===== src/design/ppgd_pkg.sv =====
package ppgd_pkg;
  // ---------------------------------------------------------------
  // timing
  // ---------------------------------------------------------------
  localparam int CORE_CLK_HZ = 40000000;
  localparam int OSC_A_HZ = 160000;
  localparam int OSC_B_HZ = 420000;
  // oscillator half period in core cycles, rounded down
  localparam int OSC_A_HALF = CORE_CLK_HZ / (2 * OSC_A_HZ);
  localparam int OSC_B_HALF = CORE_CLK_HZ / (2 * OSC_B_HZ);
  localparam int DEAD_NS = 100;
  localparam int CLK_PERIOD_NS = 25;
  // least time: round up
  localparam int DEAD_CYC = (DEAD_NS + CLK_PERIOD_NS - 1) / CLK_PERIOD_NS;
  localparam int SS_STEPS = 16;
  localparam int SS_STEP_PERIODS = 8;
  localparam int CNT_W = 8;
  localparam int SS_W = 5;
  localparam logic [CNT_W-1:0] CNT_ZERO = 8'h00;
  localparam logic [SS_W-1:0] SS_ZERO = 5'h00;
endpackage : ppgd_pkg


===== src/design/ppgd_if.sv =====
`timescale 1ns/1ps
`default_nettype none
interface ppgd_if;
  logic osc_tick;
  logic en;
  modport src (output osc_tick, input en);
  modport snk (input osc_tick, output en);
endinterface : ppgd_if
`default_nettype wire


===== src/design/ppgd_gate_drive.sv =====
`timescale 1ns/1ps
`default_nettype none
// Functional notes
// - gate rate is oscillator rate divided by two.
// - two complementary gates take turns switching the transistors.
// - dead-time separates one gate's high pulse from the other's.
// - both gates low for a while before either goes high.
// - internal oscillator is 160 kHz or 420 kHz by variant.
// - external clock may replace the internal oscillator for sync.
// - soft start ramps drive up gradually after enable.
module ppgd_gate_drive
  import ppgd_pkg::*;
(
  input wire logic core_clk_i,
  input wire logic rst_b_i,
  input wire logic enable_i,
  input wire logic variant_b_i,
  input wire logic ext_sel_i,
  input wire logic ext_clk_i,
  output logic gate_a_o,
  output logic gate_b_o,
  output logic soft_start_done_o
);
  // ---------------------------------------------------------------
  // helpers
  // ---------------------------------------------------------------
  function automatic logic [CNT_W-1:0] phase_cycles(input logic variant_b);
    logic [CNT_W-1:0] cyc;
    cyc = variant_b ? CNT_W'(2 * OSC_B_HALF) : CNT_W'(2 * OSC_A_HALF);
    return cyc;
  endfunction
  // the level's share of a phase, never zero so each step still switches
  function automatic logic [CNT_W+SS_W-1:0] ramp_on_time(
    input logic [CNT_W-1:0] half,
    input logic [SS_W-1:0] level
  );
    logic [CNT_W+SS_W-1:0] prod;
    prod = {5'h00, half} * ({8'h00, level} + 13'h0001);
    return prod / (CNT_W+SS_W)'(SS_STEPS);
  endfunction
  // ---------------------------------------------------------------
  // enable sync and oscillator
  // ---------------------------------------------------------------
  logic [2:0] en_sync_r;
  logic en_r;
  wire logic en_agree;
  ppgd_if osc_bus ();
  assign en_agree = (en_sync_r[1] == en_sync_r[2]);
  always_ff @(posedge core_clk_i or negedge rst_b_i) begin
    if (!rst_b_i) begin
      en_sync_r <= 3'h0;
      en_r <= 1'b0;
    end else begin
      en_sync_r <= {en_sync_r[1:0], enable_i};
      if (en_agree) en_r <= en_sync_r[2];
    end
  end
  assign osc_bus.en = en_r;
  ppgd_osc u_osc (
    .core_clk_i(core_clk_i),
    .rst_b_i(rst_b_i),
    .variant_b_i(variant_b_i),
    .ext_sel_i(ext_sel_i),
    .ext_clk_i(ext_clk_i),
    .osc(osc_bus)
  );
  // ---------------------------------------------------------------
  // divide by two
  // ---------------------------------------------------------------
  logic phase_r;
  logic phase_nxt;
  logic tick_seen_r;
  logic tick_seen_nxt;
  wire logic phase_edge;
  // two ticks per period
  // phase_r flips every oscillator period, so each gate spans two
  assign phase_edge = osc_bus.osc_tick && tick_seen_r;
  // disable parks the divider so a restart always begins with gate a
  assign tick_seen_nxt = !en_r ? 1'b0 : (tick_seen_r ^ osc_bus.osc_tick);
  assign phase_nxt = !en_r ? 1'b0 : (phase_r ^ phase_edge);
  always_ff @(posedge core_clk_i or negedge rst_b_i) begin
    if (!rst_b_i) begin
      tick_seen_r <= 1'b0;
    end else begin
      tick_seen_r <= tick_seen_nxt;
    end
  end
  always_ff @(posedge core_clk_i or negedge rst_b_i) begin
    if (!rst_b_i) begin
      phase_r <= 1'b0;
    end else begin
      phase_r <= phase_nxt;
    end
  end
  // ---------------------------------------------------------------
  // soft start
  // ---------------------------------------------------------------
  logic [SS_W-1:0] ss_level_r;
  logic [SS_W-1:0] ss_level_nxt;
  logic [CNT_W-1:0] ss_per_r;
  logic [CNT_W-1:0] ss_per_nxt;
  wire logic ss_done;
  wire logic ss_count;
  wire logic ss_step_end;
  assign ss_done = (ss_level_r == SS_W'(SS_STEPS));
  assign ss_count = phase_edge && !ss_done;
  assign ss_step_end = (ss_per_r == CNT_W'(SS_STEP_PERIODS - 1));
  // widen pulse stepwise
  // the ramp restarts from the narrowest step on every enable
  assign ss_level_nxt = !en_r ? SS_ZERO :
    (ss_count && ss_step_end) ? ss_level_r + 5'h01 : ss_level_r;
  assign ss_per_nxt = (!en_r || (ss_count && ss_step_end)) ? CNT_ZERO :
    ss_count ? ss_per_r + 8'h01 : ss_per_r;
  always_ff @(posedge core_clk_i or negedge rst_b_i) begin
    if (!rst_b_i) begin
      ss_level_r <= SS_ZERO;
    end else begin
      ss_level_r <= ss_level_nxt;
    end
  end
  always_ff @(posedge core_clk_i or negedge rst_b_i) begin
    if (!rst_b_i) begin
      ss_per_r <= CNT_ZERO;
    end else begin
      ss_per_r <= ss_per_nxt;
    end
  end
  // on-time within a phase, in core cycles, grows with the level
  logic [CNT_W+SS_W-1:0] on_cnt_r;
  wire logic [CNT_W+SS_W-1:0] on_limit;
  wire logic [CNT_W-1:0] half_cyc;
  assign half_cyc = phase_cycles(variant_b_i);
  // limitation: with the external clock the ramp assumes the variant rate
  assign on_limit = ss_done ? {(CNT_W+SS_W){1'b1}} : ramp_on_time(half_cyc, ss_level_r);
  // ---------------------------------------------------------------
  // break before make
  // ---------------------------------------------------------------
  typedef enum {ST_OFF, ST_DEAD, ST_DRIVE} ppgd_state_t;
  ppgd_state_t state_r;
  ppgd_state_t state_nxt;
  logic [CNT_W-1:0] dead_r;
  logic side_r;
  wire logic dead_over;
  assign dead_over = (dead_r >= CNT_W'(DEAD_CYC - 1));
  always_comb begin
    state_nxt = state_r;
    case (state_r)
      ST_OFF: begin
        if (en_r) state_nxt = ST_DEAD;
      end
      ST_DEAD: begin
        if (!en_r) state_nxt = ST_OFF;
        else if (dead_over) state_nxt = ST_DRIVE;
      end
      ST_DRIVE: begin
        if (!en_r) state_nxt = ST_OFF;
        else if (phase_r != side_r) state_nxt = ST_DEAD;
      end
      default: state_nxt = ST_OFF;
    endcase
  end
  logic [CNT_W-1:0] dead_nxt;
  logic side_nxt;
  logic [CNT_W+SS_W-1:0] on_cnt_nxt;
  assign dead_nxt = (state_r == ST_DEAD) ? dead_r + 8'h01 : CNT_ZERO;
  assign side_nxt = (state_r == ST_DEAD) ? phase_r : side_r;
  assign on_cnt_nxt = (state_r == ST_DRIVE) ? on_cnt_r + 13'h0001 : 13'h0000;
  always_ff @(posedge core_clk_i or negedge rst_b_i) begin
    if (!rst_b_i) begin
      state_r <= ST_OFF;
    end else begin
      state_r <= state_nxt;
    end
  end
  always_ff @(posedge core_clk_i or negedge rst_b_i) begin
    if (!rst_b_i) begin
      dead_r <= CNT_ZERO;
    end else begin
      dead_r <= dead_nxt;
    end
  end
  always_ff @(posedge core_clk_i or negedge rst_b_i) begin
    if (!rst_b_i) begin
      side_r <= 1'b0;
    end else begin
      side_r <= side_nxt;
    end
  end
  always_ff @(posedge core_clk_i or negedge rst_b_i) begin
    if (!rst_b_i) begin
      on_cnt_r <= 13'h0000;
    end else begin
      on_cnt_r <= on_cnt_nxt;
    end
  end
  // ---------------------------------------------------------------
  // gate outputs
  // ---------------------------------------------------------------
  wire logic drive_on;
  assign drive_on = (state_r == ST_DRIVE) && (state_nxt == ST_DRIVE) && (on_cnt_r < on_limit);
  always_ff @(posedge core_clk_i or negedge rst_b_i) begin
    if (!rst_b_i) begin
      gate_a_o <= 1'b0;
    end else begin
      gate_a_o <= drive_on && !side_r;
    end
  end
  always_ff @(posedge core_clk_i or negedge rst_b_i) begin
    if (!rst_b_i) begin
      gate_b_o <= 1'b0;
    end else begin
      gate_b_o <= drive_on && side_r;
    end
  end
  always_ff @(posedge core_clk_i or negedge rst_b_i) begin
    if (!rst_b_i) begin
      soft_start_done_o <= 1'b0;
    end else begin
      soft_start_done_o <= ss_done;
    end
  end
endmodule // ppgd_gate_drive
`default_nettype wire


===== src/design/ppgd_osc.sv =====
`timescale 1ns/1ps
`default_nettype none
module ppgd_osc
  import ppgd_pkg::*;
(
  input wire logic core_clk_i,
  input wire logic rst_b_i,
  input wire logic variant_b_i,
  input wire logic ext_sel_i,
  input wire logic ext_clk_i,
  ppgd_if.src osc
);
  // ---------------------------------------------------------------
  // internal oscillator
  // ---------------------------------------------------------------
  logic [CNT_W-1:0] cnt_r;
  logic [CNT_W-1:0] cnt_nxt;
  logic int_tick;
  wire logic [CNT_W-1:0] half_top;
  assign half_top = variant_b_i ? CNT_W'(OSC_B_HALF - 1) : CNT_W'(OSC_A_HALF - 1);
  assign int_tick = osc.en && (cnt_r >= half_top);
  assign cnt_nxt = (!osc.en || int_tick) ? CNT_ZERO : cnt_r + 8'h01;
  always_ff @(posedge core_clk_i or negedge rst_b_i) begin
    if (!rst_b_i) cnt_r <= CNT_ZERO;
    else cnt_r <= cnt_nxt;
  end
  // ---------------------------------------------------------------
  // external sync clock
  // ---------------------------------------------------------------
  logic [2:0] ext_sync_r;
  logic ext_lvl_r;
  wire logic ext_agree;
  wire logic ext_tick;
  // a change counts once stages two and three agree
  assign ext_agree = (ext_sync_r[1] == ext_sync_r[2]);
  assign ext_tick = ext_agree && (ext_sync_r[2] != ext_lvl_r);
  always_ff @(posedge core_clk_i or negedge rst_b_i) begin
    if (!rst_b_i) begin
      ext_sync_r <= 3'h0;
      ext_lvl_r <= 1'b0;
    end else begin
      ext_sync_r <= {ext_sync_r[1:0], ext_clk_i};
      if (ext_agree) ext_lvl_r <= ext_sync_r[2];
    end
  end
  // external clock replaces oscillator
  // every external edge is one half period, like an internal tick
  assign osc.osc_tick = ext_sel_i ? (osc.en && ext_tick) : int_tick;
endmodule // ppgd_osc
`default_nettype wire


===== config.mk =====
export PLATFORM = sky130hd
export DESIGN_NAME = ppgd_gate_drive
export DESIGN_NICKNAME = d
export VERILOG_FILES = /design/src/design/ppgd_pkg.sv /design/src/design/ppgd_if.sv /design/src/design/ppgd_gate_drive.sv /design/src/design/ppgd_osc.sv
export SDC_FILE = /design/constraint.sdc
export NUM_CORES = 1
export LEC_CHECK = 0
export ABC_AREA = 1
export BUFFER_PORTS_ARGS = -buffer_cell sky130_fd_sc_hd__buf_2
export CORE_AREA = 2 2 116 84
export DETAILED_ROUTE_END_ITERATION = 8
export DIE_AREA = 0 0 118 86
export PLACE_DENSITY_LB_ADDON = 0.08
export SYNTH_ARGS = -nofsm -noshare
export SYNTH_HDL_FRONTEND = slang
export SYNTH_SLANG_ARGS = --single-unit

===== constraint.sdc =====
create_clock -name core_clk_i -period 7.1 [get_ports core_clk_i]
set_clock_uncertainty 0.2 [all_clocks]
set_input_delay 0.355 -clock core_clk_i [delete_from_list [all_inputs] [get_ports core_clk_i]]
set_output_delay 0.355 -clock core_clk_i [all_outputs]
set_load 0.02 [all_outputs]

==> results of run 1 <==
-- per-stage QoR --
step | instance area, sq um | utilization [%] | power (mW)
after detailed placement | 5530 | 61.7 | 0.599
after floorplan | 5350 | - | 0.576
after CTS | 5870 | 65.5 | 1.09
final | 5870 | 65.5 | 1.08
after global placement | 5530 | 61.7 | 0.595
after global routing | 5870 | 65.5 | 1.13
-- registers in the layout (all words and copies together) (netlist names) --
signal and flops:
state_r 32, on_cnt_r 13, dead_r 8, ss_per_r 8, u_osc.cnt_r 8, ss_level_r 5
en_sync_r 3, u_osc.ext_sync_r 3, en_r 1, gate_a_o 1, gate_b_o 1, phase_r 1
side_r 1, soft_start_done_o 1, tick_seen_r 1, u_osc.ext_lvl_r 1
-- power breakdown --
| group | switching [mW] | leakage (nW) | internal (mW) |
|---|---|---|---|
| combinational | 0.0377 | 1.76 | 0.0186 |
| sequential | 0.0136 | 1.14 | 0.520 |
| clock | 0.201 | 0.155 | 0.288 |
| total | 0.252 | 3.06 | 0.826 |
-- worst paths after layout --
kind / start / to / depth (start not counted)
min in group asynchronous: rst_b_i / soft_start_done_o$_DFF_PN0_ / 2
worst max-delay path: ss_level_r[0]$_DFFE_PN0N_ / gate_b_o$_DFF_PN0_ / 24
worst min-delay path: en_sync_r[0]$_DFF_PN0_ / en_sync_r[1]$_DFF_PN0_ / 0
worst min register to register: en_sync_r[0]$_DFF_PN0_ / en_sync_r[1]$_DFF_PN0_ / 0
worst max register to register: ss_level_r[0]$_DFFE_PN0N_ / gate_b_o$_DFF_PN0_ / 24
max in group asynchronous: rst_b_i / state_r[30]$_DFF_PN0_ / 3
-- synthesized netlist by cell type, drive strengths merged, types with 2 or more instances --
cell and n:
nor3b 4, o21a 3, xnor2 4, inv 110, o211a 2, nand3 37
clkbuf 2, o211ai 2, xor2 13, nor2 94, buf 2, nand2 99
a21o 3, a31oi 2, dfrtp 88, a21oi 28, ha 40, nor3 8
o21ai 22, fa 19, or2 2, nand4 11
-- logic make-up (layout without fill, tap and decap cells) --
logic type	count (synthesis)	after routing	synth area share, %
other	1	30	0.0716
XOR/XNOR	17	17	2.84
adder cells (fa/ha/maj)	60	60	17.0
buffers and inverters	114	138	8.34
AO/OA/AOI/OAI	65	65	7.03
flip-flops	88	88	42.1
AND/OR/NAND/NOR	257	257	22.7
-- critical path, cell delays in order (launching register included) --
cell     delay, ns
dfrtp_1       0.47
ha_1          0.26
xor2_1        0.43
inv_1         0.18
nor2_1        0.21
inv_1         0.09
fa_1          0.51
inv_1         0.05
fa_1          0.47
inv_1         0.05
fa_1          0.53
inv_1         0.04
ha_1          0.35
a21oi_1       0.20
nand2_1       0.12
a21oi_1       0.21
nand3_1       0.12
nand2_1       0.07
nor2_1        0.05
ha_1          0.30
a21oi_1       0.16
a21oi_1       0.09
nor2_1        0.14
nand3_2       0.09
nor2_1        0.10
-- per-layer routing --
metal / routed length, microns / vias up / share of wire, %
met5: 0 / - / 0
li1: - / 1973 / -
met4: 74 / 0 / 0.77
met1: 4870 / 1804 / 50
met2: 4410 / 56 / 46
met3: 298 / 6 / 3.1
-- layout make-up --
class                   instances  share of cell area, %
flip-flops and latches         88                   37.5
inverters                     110                   7.03
clock inverters                 6                   1.30
repair buffers                 12                   1.36
well taps                     124                   2.64
multi-input cells             429                   46.1
clock buffers                  10                   4.07
==> flow_metrics.tcl, run 1 <==
set metrics [dict create \
    die_y_microns 86 \
    synth_enable_flop_cells 0 \
    place_ws_ns 1.60 \
    initial_core_util_pct 58.4 \
    use_met1_pct 30.2 \
    routed_wl_microns 9650 \
    grt_use_met3_pct 5.19 \
    syn_area_per_cell_sq_um 8.70 \
    fmax_mhz 180 \
    ys_top_cells_by_area "dfrtp_1, ha_1, inv_1" \
    worstSetupPathType "reg -> reg" \
    yosysWarnings 0 \
    cts_sinks 88 \
    power.density_mw_per_mm2 184 \
    register_area_sq_mm 0.00220 \
    fillers 755 \
    cts_setup_buffers 0 \
    grt.busiest_layer "met2" \
    p_leak_nw 3.06 \
    fin_setup_tns_ns 0 \
    synthFlopType "dfrtp_1" \
    drive_above_1_share_pct 7.48 \
    seq_area_frac_synth_pct 42.1 \
    drc_errors 0 \
    gp_congestion 0.867 \
    antenna_cells 0 \
    finalCriticalPeriod_ns 5.54 \
    min_period_over_period_pct 78.1 \
    grtUsageMet2_pct 35.4 \
    drt_iter0_markers 241 \
    core_sq_mm 0.00896 \
    setup_ws_ns 1.56 \
    root_buffer "clkbuf_16" \
    fin_nets 715 \
    hold_violations 0 \
    final_max_slew_viol_count 0 \
    die-area_sq_mm 0.0101 \
    clk_latency_ns 0.34 \
    yosys.area.top_type "dfrtp_1" \
    hpwl_microns 7310 \
    area_delta_synth_final_pct 12.1 \
    overflow 0 \
    ctsResizeCount 0 \
    antenna_found_initial 0 \
    synthArstFlopShare_pct 100 \
    vias_per_cell 4.93 \
    portBuffers 8 \
    hold_class "reg -> reg" \
    place_inst 760 \
    synth_cell_types 39 \
    h-tree-depth 3 \
    worst_pin_slew_ns 0.586 \
    peakVddDrop_v 0.000213 \
    rsz0062_at_grt "false" \
    die_x_microns 118 \
    cts-hold-fix-buffers 3 \
    grt_max_degree 49 \
    cts_buffer_depth 2 \
    ant_nets 0 \
    track_usage_pct 22.0 \
    cap_violations 0 \
    fin_cells 779 \
    io_pins 9 \
    detail_route.wl_per_cell_microns 12.4 \
    multi_input_area_sq_mm 0.00271 \
    r2r_slack_ns 1.56 \
    worst_ep_arrival_time_ns 5.61 \
    clkTransAtPathRegs_ns 0.07 \
    yosys.area.top_type_share_pct 42.1 \
    first_global_vias 3895 \
    final_cell_mix "inv_1, nand2_1, dfrtp_1, nor2_1, ha_1" \
    synth_seq_cells 88 \
    status "completed" \
    grt_pass1_wl_microns 17800 \
    synthCells 602 \
    start_kind "flip-flop" \
    rows 29 \
    final_common_cell "inv_1" \
    vias 3839 \
    cts_made_buffers 9 \
    cp_max_fo 7 \
    cp.required_ns 7.17 \
    cts_tree "done" \
    holdWs_ns 0.157 \
    drtPass1Iterations 5 \
    endpoint_kind "flip-flop" \
    syn_area_sq_mm 0.00524 \
    slew_headroom_pct 60.8 \
    setup_viol 0 \
]
Power figures use the tool's default switching activity.
==> run 2, diff against run 1 <==
--- a/config.mk
+++ b/config.mk
@@ -7,9 +7,9 @@
 export LEC_CHECK = 0
 export ABC_AREA = 1
 export BUFFER_PORTS_ARGS = -buffer_cell sky130_fd_sc_hd__buf_2
-export CORE_AREA = 2 2 116 84
+export CORE_AREA = 2 2 118 86
 export DETAILED_ROUTE_END_ITERATION = 8
-export DIE_AREA = 0 0 118 86
+export DIE_AREA = 0 0 120 88
 export PLACE_DENSITY_LB_ADDON = 0.08
 export SYNTH_ARGS = -nofsm -noshare
 export SYNTH_HDL_FRONTEND = slang
==> constraint.sdc (replaced) <==
create_clock -name core_clk_i -period 4.77 [get_ports core_clk_i]
set_clock_uncertainty 0.2 [all_clocks]
set_input_delay 0.2385 -clock core_clk_i [delete_from_list [all_inputs] [get_ports core_clk_i]]
set_output_delay 0.2385 -clock core_clk_i [all_outputs]
set_load 0.02 [all_outputs]
==> run 2 against run 1 <==
  * The run now ends with setup timing left
  * Sequential share of layout area fell by 2.5 points
  * Combinational power is 55% higher
  * Flip-flop and latch count unchanged
  * Wire length up 5.3%
  * First-iteration DRC count fell by 34%
  * Critical path depth up 1
  * Worst hold slack got worse by 0.0026 ns
  * Total power rose by 46%
  * Cell count rose by 4.5%
  * Count of clock-buffer cells in the layout stayed put
  * Setup slack worse by 1.6 ns
==> flow_metrics.tcl, run 2 (same netlist as run 1, synthesis figures left out) <==
set metrics [dict create \
    status "complete, but fails checks" \
    violations "setup timing" \
    use_met1_pct 28.9 \
    hold_violations 0 \
    routed_wl_microns 10200 \
    fin_nets 748 \
    ant_nets 0 \
    holdWs_ns 0.155 \
    clockPowerShare_pct 44.0 \
    worst_pin_slew_ns 0.631 \
    endpoint_kind "flip-flop" \
    r2r_start "ss_level_r[1]$_DFFE_PN0N_" \
    crit_start "ss_level_r[1]$_DFFE_PN0N_" \
    grt_pass1_wl_microns 17500 \
    drtPass1Iterations 4 \
    grt_use_met3_pct 5.47 \
    largest_reg_flops 32 \
    die_y_microns 88 \
    cts_tree "done" \
    critPathMaxStageDelay_ns 0.52 \
    first_global_vias 3886 \
    h-tree-depth 3 \
    crit_top_cell "inv_2" \
    finalCriticalPeriod_ns 4.82 \
    r2r_cells 25 \
    rows 30 \
    cp.buffers_inverters 6 \
    io_pins 9 \
    antenna_cells 0 \
    share_comb_of_total_power_pct 5.5 \
    intPower_mw 1.22 \
    vias_per_cell 4.91 \
    clk_latency_ns 0.34 \
    crit_path_top_delay_cell "fa_1" \
    slew_headroom_pct 57.9 \
    root_buffer "clkbuf_16" \
    p_switching_mw 0.354 \
    overflow 0 \
    core_sq_mm 0.00942 \
    crit_path_end "gate_b_o$_DFF_PN0_" \
    setup_ws_ns -0.0491 \
    track_usage_pct 21.1 \
    die_x_microns 120 \
    hpwl_microns 7320 \
    cts_buffer_depth 2 \
    clkTransAtPathRegs_ns 0.06 \
    final_max_slew_viol_count 0 \
    drt_iter0_markers 159 \
    worst_ep_arrival_time_ns 4.89 \
    rsz0062_at_grt "true" \
    seqPwrFrac_pct 50.5 \
    initial_core_util_pct 55.6 \
    path_delay_family "adder cells" \
    power.density_mw_per_mm2 250 \
    final_common_cell "inv_1" \
    fin_setup_tns_ns -0.0740 \
    place_inst 786 \
    grt_max_degree 54 \
    final_util_pct 66.9 \
    grt.busiest_layer "met2" \
    antenna_found_initial 0 \
    drive_above_1_share_pct 16.5 \
    reg.largest.list "state_r x32, on_cnt_r x13" \
    cp_max_fo 4 \
    drc_errors 0 \
    r2r_slack_ns -0.05 \
    setup_viol 2 \
    p_leak_nw 3.20 \
    r2r-end "gate_b_o$_DFF_PN0_" \
    detail_route.wl_per_cell_microns 12.5 \
    top_register "state_r" \
    gp_congestion 0.858 \
    area_delta_synth_final_pct 20.4 \
    cp.required_ns 4.84 \
    portBuffers 8 \
    cts_made_buffers 9 \
    cap_violations 0 \
    hold_class "reg -> reg" \
    swShare_pct 22.5 \
    die-area_sq_mm 0.0106 \
    worstSetupPathType "reg -> reg" \
    crit_cells 25 \
    vias 3998 \
    cts_sinks 88 \
    min_period_over_period_pct 101 \
    power_mw 1.57 \
    fin_cells 814 \
    final_cell_mix "inv_1, nand2_1, dfrtp_1, nor2_1, ha_1" \
    start_kind "flip-flop" \
    grtUsageMet2_pct 33.3 \
    fmax_mhz 208 \
    peakVddDrop_v 0.000168 \
]
-- run 2: cell count changes in the layout (fill, tap and decap cells not counted), sizes merged --
cell      change
inv           -1
buf          +33
clkinv        -3
clkinvlp      +2
-- run 2: worst min path at each step --
| stage | startpoint | to | slack, ns | cells past startpoint |
|---|---|---|---|---|
| floorplan | rst_b_i | dead_r[0]$_DFF_PN0_ | -0.26 | 0 |
| global placement | rst_b_i | soft_start_done_o$_DFF_PN0_ | 0.01 | 1 |
| CTS | u_osc.ext_sync_r[0]$_DFF_PN0_ | u_osc.ext_sync_r[1]$_DFF_PN0_ | 0.16 | 0 |
| detailed placement | rst_b_i | on_cnt_r[5]$_DFF_PN0_ | 0.02 | 1 |
| global route | u_osc.ext_sync_r[0]$_DFF_PN0_ | u_osc.ext_sync_r[1]$_DFF_PN0_ | 0.17 | 0 |
| finish | u_osc.ext_sync_r[0]$_DFF_PN0_ | u_osc.ext_sync_r[1]$_DFF_PN0_ | 0.15 | 0 |
-- run 2: layout make-up --
class	instances	area [sq um]
Fill cell	766	3120
Multi-Input combinational cell	429	2890
Sequential cell	88	2200
Inverter	110	415
Timing Repair Buffer	45	339
Clock buffer	10	239
Tap cell	128	160
Clock inverter	4	53.8
-- run 2: layer usage --
layer  up-vias  wire (microns)
met5         -               0
met1      1897            4920
met4         0             130
met2        48            4790
li1       2037               -
met3        16             311
-- run 2: timing repair --
item | CTS | global route
hold endpoints to repair | 37 | 0
setup endpoints to repair | 2 | 2
buffers inserted | 6 | 5
pin swaps | 4 | 20
hold buffers | 3 | 0
resized for setup | 15 | 25
-- run 2: worst register-to-register path, cell delays in order (launching register included) --
cell     delay, ns
dfrtp_1       0.42
ha_4          0.20
buf_6         0.12
xor2_4        0.16
inv_2         0.07
nor2_4        0.12
inv_2         0.04
fa_1          0.51
inv_2         0.05
fa_1          0.52
inv_2         0.04
fa_1          0.49
inv_2         0.05
ha_4          0.23
a21oi_2       0.18
nand2_1       0.10
a21oi_1       0.18
nand3_1       0.10
nand2_1       0.06
nor2_1        0.05
ha_1          0.32
a21oi_2       0.17
a21oi_2       0.07
nor2_1        0.11
nand3_2       0.09
nor2_1        0.10
-- run 2: power groups by stage --
| stage | registers, mW | clock network [mW] | logic [mW] |
|---|---|---|---|
| after global routing | 0.797 | 0.744 | 0.104 |
| after detailed placement | 0.808 | 0 | 0.0840 |
| after CTS | 0.794 | 0.712 | 0.0872 |
| after floorplan | 0.800 | 0 | 0.0570 |
| after global placement | 0.807 | 0 | 0.0798 |
| final | 0.794 | 0.693 | 0.0872 |
-- run 2: stage by stage --
| stage | cell area, sq um | setup WS [ns] |
|---|---|---|
| 2_1_floorplan | 5380 | 0.00328 |
| 3_3_place_gp | 5730 | 0.0133 |
| 3_5_place_dp | 5730 | -0.0800 |
| 4_1_cts | 6180 | 0.00229 |
| 5_1_grt | 6310 | -0.307 |
| 6_report | 6310 | -0.0491 |
==> run 3, diff against run 2 <==
--- a/config.mk
+++ b/config.mk
@@ -7,9 +7,9 @@
 export LEC_CHECK = 0
 export ABC_AREA = 1
 export BUFFER_PORTS_ARGS = -buffer_cell sky130_fd_sc_hd__buf_2
-export CORE_AREA = 2 2 118 86
+export CORE_AREA = 2 2 71 141
 export DETAILED_ROUTE_END_ITERATION = 8
-export DIE_AREA = 0 0 120 88
+export DIE_AREA = 0 0 73 143
 export PLACE_DENSITY_LB_ADDON = 0.08
 export SYNTH_ARGS = -nofsm -noshare
 export SYNTH_HDL_FRONTEND = slang
==> run 3 against run 2 <==
  * The run now ends clean
  * Total power is 0.53% lower
  * Fmax up 1.7%
  * Non-clock buffer count is 6 lower
  * Worst hold slack improved by 0.0019 ns
  * Cell area shrank 0.69%
  * Global-route usage increased by 0.38 points
  * Largest cell class unchanged
  * Largest power group unchanged
==> flow_metrics.tcl, run 3 (same netlist as run 1, synthesis figures left out) <==
set metrics [dict create \
    finalCriticalPeriod_ns 4.74 \
    fin_nets 742 \
    slew_headroom_pct 26.3 \
    cap_violations 0 \
    cts_made_buffers 9 \
    power_mw 1.57 \
    reg.largest.list "state_r x32, on_cnt_r x13" \
    p_leak_nw 3.17 \
    final_cell_area_sq_mm 0.00626 \
    min_period_over_period_pct 99.4 \
    final_max_slew_viol_count 0 \
    peakVddDrop_v 0.000309 \
    clk_latency_ns 0.34 \
    power.density_mw_per_mm2 250 \
    fmax_mhz 211 \
    overflow 0 \
    routed_wl_microns 10300 \
    gp_congestion 0.859 \
    first_global_vias 4083 \
    worst_pin_slew_ns 1.11 \
    die-area_sq_mm 0.0104 \
    root_buffer "clkbuf_16" \
    drive_above_1_share_pct 17.9 \
    final_common_cell "inv_1" \
    setup_viol 0 \
    p_switching_mw 0.362 \
    intPower_mw 1.20 \
    vias 4046 \
    fin_cells 786 \
    detail_route.wl_per_cell_microns 13.1 \
    h-tree-depth 3 \
    hold_violations 0 \
    antenna_cells 0 \
    grt_pass1_wl_microns 17400 \
    grt_max_degree 89 \
    status "completed" \
    worstSetupPathType "reg -> reg" \
    die_y_microns 143 \
    track_usage_pct 21.5 \
    share_comb_of_total_power_pct 5.5 \
    setup_ws_ns 0.0305 \
    final_cell_mix "inv_1, nand2_1, dfrtp_1, nor2_1, ha_1" \
    drt_iter0_markers 218 \
    rows 50 \
    start_kind "flip-flop" \
    rsz0062_at_grt "true" \
    die_x_microns 73 \
    swShare_pct 23.1 \
    io_pins 9 \
    worst_ep_arrival_time_ns 4.81 \
    cts_buffer_depth 2 \
    clkTransAtPathRegs_ns 0.06 \
    initial_core_util_pct 56.2 \
    hpwl_microns 7610 \
    largest_reg_flops 32 \
    drtPass1Iterations 4 \
    cts_tree "done" \
    cts_sinks 88 \
    ant_nets 0 \
    antenna_found_initial 0 \
    fin_setup_tns_ns 0 \
    place_inst 757 \
    endpoint_kind "flip-flop" \
    seqPwrFrac_pct 50.7 \
    cp.required_ns 4.84 \
    hold_class "reg -> reg" \
    drc_errors 0 \
    top_register "state_r" \
    cp_max_fo 5 \
    area_delta_synth_final_pct 19.6 \
    place_ws_ns -0.146 \
    core_sq_mm 0.00932 \
    clockPowerShare_pct 43.7 \
    portBuffers 8 \
    dpl_cell_area_sq_mm 0.00566 \
    vias_per_cell 5.15 \
]
run 3: cell count changes in the layout (fill, tap and decap cells not counted), moves of 2 or more:
cell / delta
nand2_1: -6
clkinv_4: +3
buf_4: -6
clkbuf_8: +2
inv_2: +7
clkinvlp_4: -2
nand2_2: +6
inv_1: -6
run 3: stage by stage:
stage | hold slack [ns] | util (%)
floorplan | -0.257 | -
global placement | 0.136 | 60.7
detailed placement | 0.137 | 60.7
CTS | 0.164 | 65.2
global route | 0.159 | 67.2
finish | 0.157 | 67.2
run 3: repair_timing:
action,4_1_cts,5_1_grt
pin swaps,3,39
hold endpoints to repair,90,0
buffers inserted,2,8
cloned,0,0
hold buffers,3,0
endpoints found under the setup margin,2,2
gates resized for setup,11,42
run 3: final cells by class:
cell class | count | area [sq um]
fill | 744 | 3060
multi-input combinational | 429 | 2920
sequential | 88 | 2200
inverter | 110 | 413
timing repair buffer | 39 | 294
clock buffer | 12 | 267
tap | 104 | 130
clock inverter | 4 | 35.0
run 3: power groups by stage:
stage	logic [mW]	clock network [mW]	registers, mW
CTS	0.0868	0.702	0.795
floorplan	0.0570	0	0.800
global route	0.104	0.727	0.798
detailed placement	0.0835	0	0.808
global placement	0.0797	0	0.807
finish	0.0866	0.684	0.794
run 3: worst paths after layout:
path,start,end,slack (ns),cells past startpoint
max,ss_level_r[2]$_DFFE_PN0N_,gate_a_o$_DFF_PN0_,0.03,23
min,u_osc.ext_sync_r[0]$_DFF_PN0_,u_osc.ext_sync_r[1]$_DFF_PN0_,0.16,0
max reg2reg,ss_level_r[2]$_DFFE_PN0N_,gate_a_o$_DFF_PN0_,0.03,23
min reg2reg,u_osc.ext_sync_r[0]$_DFF_PN0_,u_osc.ext_sync_r[1]$_DFF_PN0_,0.16,0
max in group asynchronous,rst_b_i,ss_level_r[0]$_DFFE_PN0N_,3.18,2
min in group asynchronous,rst_b_i,ss_level_r[2]$_DFFE_PN0N_,0.41,2
run 3: routing by layer:
layer / track usage, % / wire length (microns)
met5: 0 / 0
met4: 8.87 / 281
met3: 3.18 / 205
met2: 41.1 / 6040
met1: 22.2 / 3800
run 3: critical path, stage by stage (launching register included):
cell	delay, ns
dfrtp_2	0.46
buf_6	0.15
xor2_4	0.17
inv_2	0.07
nor2_4	0.10
inv_2	0.05
fa_1	0.51
inv_2	0.04
fa_1	0.54
inv_2	0.04
fa_1	0.49
inv_2	0.05
ha_4	0.30
a21oi_4	0.07
o211ai_1	0.21
xor2_1	0.20
nor2_1	0.08
ha_1	0.31
a21o_1	0.18
nand3_1	0.06
a21oi_1	0.06
nor2_1	0.12
nand3_2	0.10
nor2_2	0.10
